==> src/design/arcdr_consts.svh <==
`ifndef ARCDR_CONSTS_SVH
`define ARCDR_CONSTS_SVH
`define ARCDR_OVS_NORMAL 5'h10
`define ARCDR_OVS_DOUBLE 5'h08
`define ARCDR_VOTE_NORMAL 5'h08
`define ARCDR_VOTE_DOUBLE 5'h04
`define ARCDR_LEN_MIN 4'h5
`define ARCDR_LEN_MAX 4'hA
`define ARCDR_DIV_RESET 12'h000
`endif

==> src/design/arcdr_pkg.sv <==
package arcdr_pkg;
    // Receiver sequencing states, Gray coded along idle-start-data-stop.
    typedef enum logic [1:0]
    {
        ARCDR_IDLE = 2'h0,
        ARCDR_START = 2'h1,
        ARCDR_DATA = 2'h3,
        ARCDR_STOP = 2'h2
    } arcdr_state_t;
endpackage

==> src/design/arcdr_fifo.sv <==
`timescale 1ns/1ps
module arcdr_fifo
#(
    parameter int WIDTH = 11,
    parameter int DEPTH = 16
)
(
    input wire logic mclk_i,
    input wire logic srst_i,
    input wire logic in_valid_i,
    output logic in_ready_o,
    input wire logic [WIDTH-1:0] in_data_i,
    output logic out_valid_o,
    input wire logic out_ready_i,
    output logic [WIDTH-1:0] out_data_o
);
    localparam int AW = $clog2(DEPTH);
    logic [WIDTH-1:0] mem [DEPTH];
    logic [AW-1:0] wr_ptr;
    logic [AW-1:0] rd_ptr;
    logic [AW:0] count;
    logic push;
    logic pop;

    // Handshakes qualify pushes and pops against honest full and empty.
    assign in_ready_o = (count != (AW+1)'(DEPTH));
    assign out_valid_o = (count != '0);
    assign push = in_valid_i && in_ready_o;
    assign pop = out_valid_o && out_ready_i;
    assign out_data_o = mem[rd_ptr];

    // Storage is written at the write index.
    always_ff @(posedge mclk_i)
    begin
        if (push)
        begin
            mem[wr_ptr] <= in_data_i;
        end
    end

    // Pointers and occupancy.
    always_ff @(posedge mclk_i)
    begin
        if (srst_i)
        begin
            wr_ptr <= '0;
            rd_ptr <= '0;
            count <= '0;
        end
        else
        begin
            if (push)
            begin
                wr_ptr <= (wr_ptr == AW'(DEPTH-1)) ? '0 : wr_ptr + 1'b1;
            end
            if (pop)
            begin
                rd_ptr <= (rd_ptr == AW'(DEPTH-1)) ? '0 : rd_ptr + 1'b1;
            end
            count <= count + (AW+1)'(push) - (AW+1)'(pop);
        end
    end
endmodule

==> src/design/arcdr_rx.sv <==
`timescale 1ns/1ps
`include "arcdr_consts.svh"
module arcdr_rx
#(
    parameter int DIVW = 12,
    parameter int FIFO_DEPTH = 16
)
(
    input wire logic mclk_i,
    input wire logic srst_i,
    input wire logic serial_in_line_i,
    input wire logic double_speed_select_i,
    input wire logic [DIVW-1:0] baud_divisor_value_i,
    input wire logic [3:0] char_len_i,
    output logic rx_valid_o,
    input wire logic rx_ready_i,
    output logic [9:0] rx_data_o,
    output logic frame_error_flag_o,
    output logic overrun_o,
    output logic busy_o
);
    logic line_meta;
    logic line_sync;
    logic [DIVW-1:0] div_cnt;
    logic tick;
    logic line_prev;
    arcdr_pkg::arcdr_state_t state;
    logic [4:0] phase;
    logic [1:0] votes;
    logic [4:0] samp;
    logic vote_bit;
    logic [3:0] bit_idx;
    logic [3:0] frame_len;
    logic [9:0] shift;
    logic [4:0] ovs;
    logic [4:0] vote_first;
    logic push_valid;
    logic [10:0] push_data;
    logic fifo_ready;
    logic [10:0] pop_data;

    // Majority of three centre samples.
    function automatic logic arcdr_major(input logic [2:0] s);
        arcdr_major = (s[0] & s[1]) | (s[1] & s[2]) | (s[0] & s[2]);
    endfunction

    // Oversampling divisor and vote window follow the speed select.
    assign ovs = double_speed_select_i ? `ARCDR_OVS_DOUBLE
                                       : `ARCDR_OVS_NORMAL;
    assign vote_first = double_speed_select_i ? `ARCDR_VOTE_DOUBLE
                                              : `ARCDR_VOTE_NORMAL;
    // Number of the sample taken at this tick, wrapping once per bit.
    assign samp = (phase == ovs) ? 5'h01 : phase + 5'h01;
    // Majority of the two stored centre samples and the current one.
    assign vote_bit = arcdr_major({votes, line_sync});
    assign busy_o = (state != arcdr_pkg::ARCDR_IDLE);

    // Two-stage synchroniser ahead of all sampling.
    always_ff @(posedge mclk_i)
    begin
        if (srst_i)
        begin
            line_meta <= 1'b1;
            line_sync <= 1'b1;
        end
        else
        begin
            line_meta <= serial_in_line_i;
            line_sync <= line_meta;
        end
    end

    // Sample tick generator: one tick per oversample period.
    always_ff @(posedge mclk_i)
    begin
        if (srst_i)
        begin
            div_cnt <= `ARCDR_DIV_RESET;
            tick <= 1'b0;
        end
        else if (div_cnt >= baud_divisor_value_i)
        begin
            div_cnt <= `ARCDR_DIV_RESET;
            tick <= 1'b1;
        end
        else
        begin
            div_cnt <= div_cnt + 1'b1;
            tick <= 1'b0;
        end
    end

    // Character plus parity length is clamped to five through ten.
    always_ff @(posedge mclk_i)
    begin
        if (srst_i)
        begin
            frame_len <= 4'h8;
        end
        else if (state == arcdr_pkg::ARCDR_IDLE)
        begin
            if (char_len_i < `ARCDR_LEN_MIN)
            begin
                frame_len <= `ARCDR_LEN_MIN;
            end
            else if (char_len_i > `ARCDR_LEN_MAX)
            begin
                frame_len <= `ARCDR_LEN_MAX;
            end
            else
            begin
                frame_len <= char_len_i;
            end
        end
    end

    // Recovery sequencer: start qualification, data bits, first stop bit.
    always_ff @(posedge mclk_i)
    begin
        if (srst_i)
        begin
            state <= arcdr_pkg::ARCDR_IDLE;
            phase <= 5'h00;
            votes <= 2'h0;
            bit_idx <= 4'h0;
            shift <= 10'h000;
            line_prev <= 1'b1;
            push_valid <= 1'b0;
            push_data <= 11'h000;
        end
        else
        begin
            push_valid <= 1'b0;
            if (tick)
            begin
                line_prev <= line_sync;
                unique case (state)
                    arcdr_pkg::ARCDR_IDLE:
                    begin
                        if (line_prev && !line_sync)
                        begin
                            // First low sample is sample one.
                            phase <= 5'h01;
                            votes <= 2'h0;
                            state <= arcdr_pkg::ARCDR_START;
                        end
                    end
                    arcdr_pkg::ARCDR_START:
                    begin
                        phase <= samp;
                        if (samp == vote_first || samp == vote_first + 5'h01)
                        begin
                            votes <= {votes[0], line_sync};
                        end
                        if (samp == vote_first + 5'h02)
                        begin
                            if (vote_bit)
                            begin
                                state <= arcdr_pkg::ARCDR_IDLE;
                            end
                            else
                            begin
                                // Bit timing keeps counting from this edge.
                                bit_idx <= 4'h0;
                                state <= arcdr_pkg::ARCDR_DATA;
                            end
                        end
                    end
                    arcdr_pkg::ARCDR_DATA,
                    arcdr_pkg::ARCDR_STOP:
                    begin
                        // Sample number wraps at 16 or 8 states per bit.
                        phase <= samp;
                        if (samp == vote_first || samp == vote_first + 5'h01)
                        begin
                            votes <= {votes[0], line_sync};
                        end
                        if (samp == vote_first + 5'h02)
                        begin
                            if (state == arcdr_pkg::ARCDR_DATA)
                            begin
                                shift <= {vote_bit, shift[9:1]};
                                bit_idx <= bit_idx + 4'h1;
                                if (bit_idx + 4'h1 == frame_len)
                                begin
                                    state <= arcdr_pkg::ARCDR_STOP;
                                end
                            end
                            else
                            begin
                                // Right-justify the frame, stop error on top.
                                push_data <= {!vote_bit,
                                    shift >> (4'hA - frame_len)};
                                push_valid <= 1'b1;
                                // Idle at once so an early start is caught.
                                state <= arcdr_pkg::ARCDR_IDLE;
                            end
                        end
                    end
                endcase
            end
        end
    end

    // Overrun marks a frame dropped because the buffer was full.
    always_ff @(posedge mclk_i)
    begin
        if (srst_i)
        begin
            overrun_o <= 1'b0;
        end
        else if (push_valid && !fifo_ready)
        begin
            overrun_o <= 1'b1;
        end
        else if (push_valid)
        begin
            overrun_o <= 1'b0;
        end
    end

    // Received frames wait in the buffer until the consumer takes them.
    arcdr_fifo #(.WIDTH(11), .DEPTH(FIFO_DEPTH)) u_fifo
    (
        .mclk_i(mclk_i),
        .srst_i(srst_i),
        .in_valid_i(push_valid),
        .in_ready_o(fifo_ready),
        .in_data_i(push_data),
        .out_valid_o(rx_valid_o),
        .out_ready_i(rx_ready_i),
        .out_data_o(pop_data)
    );
    assign rx_data_o = pop_data[9:0];
    assign frame_error_flag_o = pop_data[10];
endmodule

==> config.mk <==
export PLATFORM = sky130hd
export DESIGN_NAME = arcdr_rx
export DESIGN_NICKNAME = d
export VERILOG_FILES = /design/src/design/arcdr_pkg.sv /design/src/design/arcdr_fifo.sv /design/src/design/arcdr_rx.sv
export VERILOG_INCLUDE_DIRS = /design/src /design/src/design
export SDC_FILE = /design/constraint.sdc
export NUM_CORES = 1
export LEC_CHECK = 0
export BUFFER_PORTS_ARGS = -buffer_cell sky130_fd_sc_hd__buf_4
export CAP_MARGIN = 20
export CORE_MARGIN = 3
export CORE_UTILIZATION = 55
export DETAILED_ROUTE_END_ITERATION = 10
export MAX_ROUTING_LAYER = met4
export PLACE_DENSITY = 0.73
export SYNTH_ARGS = -nofsm -noshare
export SYNTH_HDL_FRONTEND = slang
export SYNTH_SLANG_ARGS = --single-unit
export TNS_END_PERCENT = 10
==> constraint.sdc <==
create_clock -name mclk_i -period 2.6 [get_ports mclk_i]
set_clock_uncertainty 0.15 [all_clocks]
set_input_delay 0.13 -clock mclk_i [delete_from_list [all_inputs] [get_ports mclk_i]]
set_output_delay 0.13 -clock mclk_i [all_outputs]
set_load 0.05 [all_outputs]
==> results of run 1 <==
worst reg2reg max path, delay by kind of cell, from the launching register on:
family,cells,cell delay (ns)
AO/OA/AOI/OAI,2,0.29
adder cells (fa/ha/maj),4,0.90
buffers and inverters,3,0.17
flip-flops,1,0.33
AND/OR/NAND/NOR,4,0.66
state kept, by name, indices dropped and copies added, names as in the netlist, 4 cells and up, named ones only:
register and flops:
bit_idx 4, div_cnt 12, frame_len 4, phase 5
push_data 11, shift 10, u_fifo.count 5, u_fifo.mem 176
u_fifo.rd_ptr 4, u_fifo.wr_ptr 4
worst min-delay path by stage:
stage                             startpoint   endpoint  depth (start not counted)
global placement            serial_in_line_i  line_meta                          2
detailed placement          serial_in_line_i  line_meta                          2
global route        baud_divisor_value_i[11]       tick                          6
floorplan                   serial_in_line_i  line_meta                          1
CTS                 baud_divisor_value_i[11]       tick                          6
finish              baud_divisor_value_i[11]       tick                          6
synth_stat cells (2+ instances only):
cell type	count
and3_1	4
a21o_1	7
nand2_1	40
a211oi_1	7
or3_1	6
edfxtp_1	176
nor2b_1	5
buf_6	2
mux2_2	4
ha_1	30
and3b_1	2
nor3b_1	2
clkbuf_1	18
nor2_1	53
buf_2	7
o21ai_0	17
inv_1	29
xor2_1	12
nand3_1	22
nand3b_1	5
a31oi_1	3
and2_1	17
or4_1	2
nor4_1	3
o21a_1	3
a211o_1	2
mux2i_1	21
nand4_1	2
buf_1	4
or2_2	3
o41ai_1	2
nor3_1	7
or3_4	2
a21oi_1	36
mux4_2	56
nand2b_1	3
xnor2_1	13
dfxtp_1	73
power by group through the flow:
stage	clock (W)	sequential, W	combinational, W
2_1_floorplan	0	0.00438	0.00134
3_3_place_gp	0	0.00440	0.00171
3_5_place_dp	0	0.00440	0.00176
4_1_cts	0.00397	0.00433	0.00187
5_1_grt	0.00413	0.00433	0.00209
6_report	0.00392	0.00433	0.00194
cells in the final DEF, fill, tap and decap left out, drive strengths merged, types with 3 or more instances in the layout:
master / n
and3: 4
or3: 8
dfxtp: 73
a21oi: 37
bufinv: 4
nor2: 53
nand3: 22
a211oi: 7
nand3b: 5
nor3: 8
clkinv: 6
mux2: 4
o21a: 3
dlygate4sd3: 10
a31oi: 3
xnor2: 13
nor2b: 6
clkbuf: 30
xor2: 12
edfxtp: 176
inv: 34
o21ai: 18
ha: 30
or2: 3
mux4: 56
mux2i: 21
nor4: 3
nand2: 40
nand2b: 3
a21o: 7
buf: 79
and2: 17
cell families (layout without fill, tap and decap cells):
logic type	after synthesis	after routing	share of synthesized area (%)
xor+xnor	25	25	2.064
simple gates	184	184	8.716
compound gates	88	88	5.060
buf+inv	62	165	2.453
fa+ha+maj	32	32	3.821
mux	81	81	14.29
flops	249	249	63.59
final cells by class:
| class | instances | area, sq um | share of cell area (%) |
|---|---|---|---|
| well taps | 260 | 325.3 | 2.572 |
| clock buffers | 30 | 708.2 | 5.598 |
| repair buffers | 89 | 854.6 | 6.756 |
| flip-flops and latches | 249 | 6754 | 53.39 |
| inverters | 30 | 115.1 | 0.9100 |
| multi-input cells | 410 | 3676 | 29.06 |
| clock inverters | 16 | 216.5 | 1.711 |
stage by stage:
step / cells / utilization (%) / instance area, sq um
after floorplan: 721 / - / 10660
after global placement: 1021 / 60.96 / 11480
after detailed placement: 1021 / 60.96 / 11480
after CTS: 1078 / 66.81 / 12580
after global routing: 1084 / 67.18 / 12650
final: 1084 / 67.18 / 12650
repair_timing:
item,CTS,global route
hold endpoints to repair,12,0
setup buffers,0,6
endpoints found under the setup margin,16,49
pin swaps,0,9
gates resized for setup,14,8
gates cloned,1,0
hold buffers,10,0
layer usage:
| layer | up-vias | global-route usage, % |
|---|---|---|
| met1 | 3186 | 27.38 |
| met2 | 205 | 36.84 |
| met4 | 0 | 6.382 |
| li1 | 2901 | - |
| met3 | 42 | 3.056 |
| met5 | - | - |
==> out/results.txt, run 1 <==
Vias in the first global route = 6520
Setup TNS = -0.4872 ns
CP Cell Sequence = buf_12, mux4_2, mux4_2, buf_6
Main synth FF type = edfxtp_1
DR vias = 6334
Combinational Power Share = 19.1%
Met1 WL = 8.649 mm
Reg2reg start = u_fifo.count[3]
TritonCTS clock tree = yes
Synth unique cells = 59
Slew @ Worst Pin = 0.8566 ns
Hpwl dp = 13.72 mm
Crit Path Class = register to output port
Most frequent CP cell = mux4_2
Setup crit end = rx_data_o[7]
DRC viols = 0
Final Setup Violations = 11
Die ar. = 20990 sq um
Critical Path End Type = output port
Fmax achieved = 375.5 MHz
CP max FO = 15
Flop pwr share = 42.5%
Initial Util = 56.34%
Pin count of the biggest net entering global routing = 55
Power, Total = 0.01019 W
CTS clock-pin slew for the worst setup and hold paths = 0.06 ns
Number of flops mapped to enable cells by yosys = 176
Top Ports = 35
Min Tclk post-route = 2.663 ns
Status = finished with violations
WP buf/inv = 2
Synthesis Warnings = 0
Fraction of layout cells with a size suffix above 1 = 25.61%
R2r endpoint = u_fifo.count[4]
I/O Buffers = 34
Initial antenna violation count = 0
Sw Ratio = 25.31%
Core Region = 18830 sq um
Failing checks = negative setup slack
Routed Antenna Nets = 0
Post-synth top area share = 49.82%
CP arrival = 2.38 ns
WL met3 = 998 um
Total gr overflow = 0
Fin worst setup slack = -0.06309 ns
Leakage = 4.730 nW
1st-pass router iterations = 5
Max VDD drop = 0.8533 mV
Ys async rst share = 0%
Cell at the slowest stage of the critical path = mux4_2
First-pass GRT wire length = 34.38 mm
Max-Slew Margin vs Limit = 42.63%
Top cell family by delay on the critical path = multiplexers
Clock buffer depth = 3
Nets = 857
Synthesized area = 10610 sq um
Area growth from synthesis to layout = 19.24%
Final-report max-slew violation count = 0
CP Launch Type = register
Die X-Extent = 144.9 um
Sw Pwr = 0.002579 W
Hold WS = 0.1334 ns
Iter 0 DRT Violations = 496
Final wirelength = 21.39 mm
Critical Path RT = 2.32 ns
FF-to-FF setup slack = 0.04 ns
Pre-CTS setup slack = 0.01182 ns
CTS Buf Count = 25
Fillers = 1278
FF+latch count, synth = 249
Internal = 0.007613 W
Root Buffer = clkbuf_16
Routability cong. = 0.8636
Most area-hungry cell type in the Yosys netlist = edfxtp_1
Site Rows = 50
DR top layer = met4
DR WL/cell = 19.73 um
H-Tree Depth = 1
Syn Area/Cell = 14.71 sq um
Die extent in y = 144.9 um
R2R depth = 13
N_diodes = 0
Post-synth net total = 773
Final hold vios = 0
Period utilization = 102.4%
Power per Cell Area = 805.7 nW/um^2
MaxCap Viol Count = 0
Syn Inst Count = 721
RSZ-0062 raised after global routing = true
Largest cells by area after synthesis = edfxtp_1 50%, dfxtp_1 14%, mux4_2 12%
Vias per inst = 5.843
CP max stage delay = 0.55 ns
Worst hold path class = primary input to register
Metal2 WL = 11.21 mm
Num Clock Sinks = 249
Clock network fraction of total power = 38.4%
Sequential-to-total area share from yosys stat = 63.59%
CP Depth = 4
Tot GR Track Use = 21.67%
Worst-Skew Late Latency = 0.53 ns
Note: power is estimated with default switching activity, not from simulation.
==> run 2: changes to the inputs <==
--- a/config.mk
+++ b/config.mk
@@ -11,6 +11,7 @@
 export CORE_MARGIN = 3
 export CORE_UTILIZATION = 55
 export DETAILED_ROUTE_END_ITERATION = 10
+export GPL_TIMING_DRIVEN = 0
 export MAX_ROUTING_LAYER = met4
 export PLACE_DENSITY = 0.73
 export SYNTH_ARGS = -nofsm -noshare
==> run 2 against run 1 <==
Net effect: the flow still finishes with violations (negative setup slack); final area fell by 0.25%; worst setup slack got worse by 0.037 ns; fmax fell by 1.4%; count of clock-buffer cells in the layout rose by 1; cell count did not move; die area did not move; critical path depth rose by 1; critical path type unchanged; largest power group unchanged.
==> out/results.txt, run 2 (synthesis gave the netlist of run 1 again) <==
Pin count of the biggest net entering global routing = 18 (was 55)
CP max stage delay = 0.55 ns (about the same)
Pre-CTS setup slack = -0.3607 ns (was 0.01182 ns)
Tot GR Track Use = 23.20% (was 21.67%)
First-pass GRT wire length = 35.91 mm (was 34.38 mm)
Reg2reg start = phase[1] (was u_fifo.count[3])
Critical Path RT = 2.32 ns (about the same)
Clock network fraction of total power = 36.9% (was 38.4%)
Internal = 0.007629 W (was 0.007613 W)
Num Clock Sinks = 249 (unchanged)
Max-Slew Margin vs Limit = 44.74% (was 42.63%)
Worst hold path class = primary input to register (unchanged)
Routed Antenna Nets = 0 (unchanged)
DR WL/cell = 21.89 um (was 19.73 um)
CP max FO = 5 (was 15)
Die extent in y = 144.9 um (unchanged)
N_diodes = 0 (unchanged)
CTS Buf Count = 25 (unchanged)
Flop pwr share = 42.3% (was 42.5%)
Most common cell after layout, fill and taps aside = edfxtp_1 (unchanged)
Nets = 857 (unchanged)
CP Launch Type = register (unchanged)
Combinational Power Share = 20.9% (was 19.1%)
MaxCap Viol Count = 0 (unchanged)
Reg area = 6761 sq um (was 6754 sq um)
Commonest non-fill, non-tap cells in the layout = 176 x edfxtp_1, 67 x dfxtp_1, 56 x mux4_2 (was 176 x edfxtp_1, 69 x dfxtp_1, 59 x buf_4)
Vias in the first global route = 6661 (was 6520)
Die ar. = 20990 sq um (unchanged)
Crit Path Class = register to output port (unchanged)
Power per Cell Area = 811.7 nW/um^2 (was 805.7 nW/um^2)
Worst-Skew Late Latency = 0.52 ns (was 0.53 ns)
1st-pass router iterations = 5 (unchanged)
CP Cell Sequence = buf_8, buf_12, mux4_2, mux4_2, buf_6 (was buf_12, mux4_2, mux4_2, buf_6)
R2r endpoint = push_data[9] (was u_fifo.count[4])
FF-to-FF setup slack = -0.03 ns (was 0.04 ns)
Initial Util = 56.34% (unchanged)
DR vias = 6404 (was 6334)
Final-report max-slew violation count = 0 (unchanged)
Routability cong. = 0.8402 (was 0.8636)
TritonCTS clock tree = yes (unchanged)
DRC viols = 0 (unchanged)
Final Setup Violations = 13 (was 11)
Die X-Extent = 144.9 um (unchanged)
Sw Ratio = 25.51% (was 25.31%)
Root Buffer = clkbuf_16 (unchanged)
Slew @ Worst Pin = 0.8288 ns (was 0.8566 ns)
Clock buffer depth = 3 (unchanged)
Total gr overflow = 0 (unchanged)
Hpwl dp = 14.45 mm (was 13.72 mm)
Footprint of the multi-input gates = 3714 sq um (was 3676 sq um)
WHS Path Cells = 6 (unchanged)
I/O Buffers = 33 (was 34)
Final hold vios = 0 (unchanged)
Period utilization = 103.8% (was 102.4%)
Min-Delay Startpoint = baud_divisor_value_i[11] (unchanged)
Final Core Density = 67.01% (was 67.18%)
Hold Path End = div_cnt[3] (was tick)
Setup TNS = -0.8504 ns (was -0.4872 ns)
CTS clock-pin slew for the worst setup and hold paths = 0.06 ns (about the same)
Fillers = 1270 (was 1278)
Vias per inst = 5.908 (was 5.843)
Max VDD drop = 0.7128 mV (was 0.8533 mV)
Critical Path End Type = output port (unchanged)
R2R depth = 10 (was 13)
Cell at the slowest stage of the critical path = mux4_2 (unchanged)
Top Ports = 35 (unchanged)
Sw Pwr = 0.002613 W (was 0.002579 W)
H-Tree Depth = 1 (unchanged)
Iter 0 DRT Violations = 637 (was 496)
Fin worst setup slack = -0.09973 ns (was -0.06309 ns)
Fmax achieved = 370.4 MHz (was 375.5 MHz)
Final wirelength = 23.73 mm (was 21.39 mm)
Site Rows = 50 (unchanged)
Status = finished with violations (unchanged)
Core Region = 18830 sq um (unchanged)
Area growth from synthesis to layout = 18.94% (was 19.24%)
Hold WS = 0.07178 ns (was 0.1334 ns)
Most frequent CP cell = mux4_2 (unchanged)
Min Tclk post-route = 2.700 ns (was 2.663 ns)
Top reg by flops = u_fifo.mem (unchanged)
Leakage = 4.668 nW (was 4.730 nW)
RSZ-0062 raised after global routing = true (unchanged)
Largest regs = u_fifo.mem x176, div_cnt x12, push_data x11 (unchanged)
CP arrival = 2.42 ns (was 2.38 ns)
Fraction of layout cells with a size suffix above 1 = 24.88% (was 25.61%)
Largest register FFs = 176 (unchanged)
Failing checks = negative setup slack (unchanged)
Initial antenna violation count = 0 (unchanged)
==> run 2: layout make-up <==
cell class | instances | share of cell area [%]
flip-flops and latches | 249 | 53.58
inverters | 30 | 0.8924
well taps | 260 | 2.578
repair buffers | 59 | 4.730
clock buffers | 31 | 5.384
multi-input cells | 410 | 29.43
plain buffers | 30 | 1.874
clock inverters | 15 | 1.527
==> run 2: through the flow <==
stage / area, sq um / std cells / power (W)
2_1_floorplan: 10660 / 721 / 0.005716
5_1_grt: 12620 / 1084 / 0.01060
6_report: 12620 / 1084 / 0.01024
3_3_place_gp: 11230 / 1014 / 0.006081
3_5_place_dp: 11230 / 1014 / 0.006160
4_1_cts: 12360 / 1070 / 0.01004
==> run 2: worst max-delay path by stage <==
| stage | start | to | cells past startpoint |
|---|---|---|---|
| global route | u_fifo.count[3] | u_fifo.count[4] | 13 |
| global placement | register | frame_error_flag_o | 5 |
| floorplan | u_fifo.count[3] | u_fifo.count[4] | 13 |
| CTS | register | frame_error_flag_o | 4 |
| finish | register | rx_data_o[1] | 5 |
| detailed placement | u_fifo.count[3] | u_fifo.mem[5][3] | 6 |
==> run 2: power by group through the flow <==
stage                     registers [W]  clock network (W)  logic (W)
final                           0.00433            0.00378    0.00214
after global routing            0.00433            0.00399    0.00228
after CTS                       0.00434            0.00382    0.00188
after detailed placement        0.00439                  0    0.00177
after global placement          0.00439                  0    0.00169
after floorplan                 0.00438                  0    0.00134
==> run 2: timing repair <==
item | CTS | global route
cloned | 1 | 4
endpoints found under the setup margin | 212 | 32
pin swaps | 2 | 2
endpoints found under the hold margin | 11 | 0
gates resized for setup | 54 | 18
setup buffers | 1 | 10
hold buffers | 10 | 0
==> run 2: critical path: cells and delay by family (launching register included) <==
| kind | cells | cell delay, ns |
|---|---|---|
| muxes | 2 | 1.07 |
| buffers and inverters | 3 | 0.45 |
| DFF | 1 | 0.37 |
==> run 2: layer usage <==
layer / up-vias / track usage (%) / wire (um) / part of all wire, %
met1: 3228 / 28.52 / 9647 / 41
met2: 225 / 40.00 / 12270 / 52
met5: - / - / 0 / 0
met4: 0 / 6.873 / 565 / 2.4
li1: 2901 / - / - / -
met3: 50 / 3.648 / 1246 / 5.3
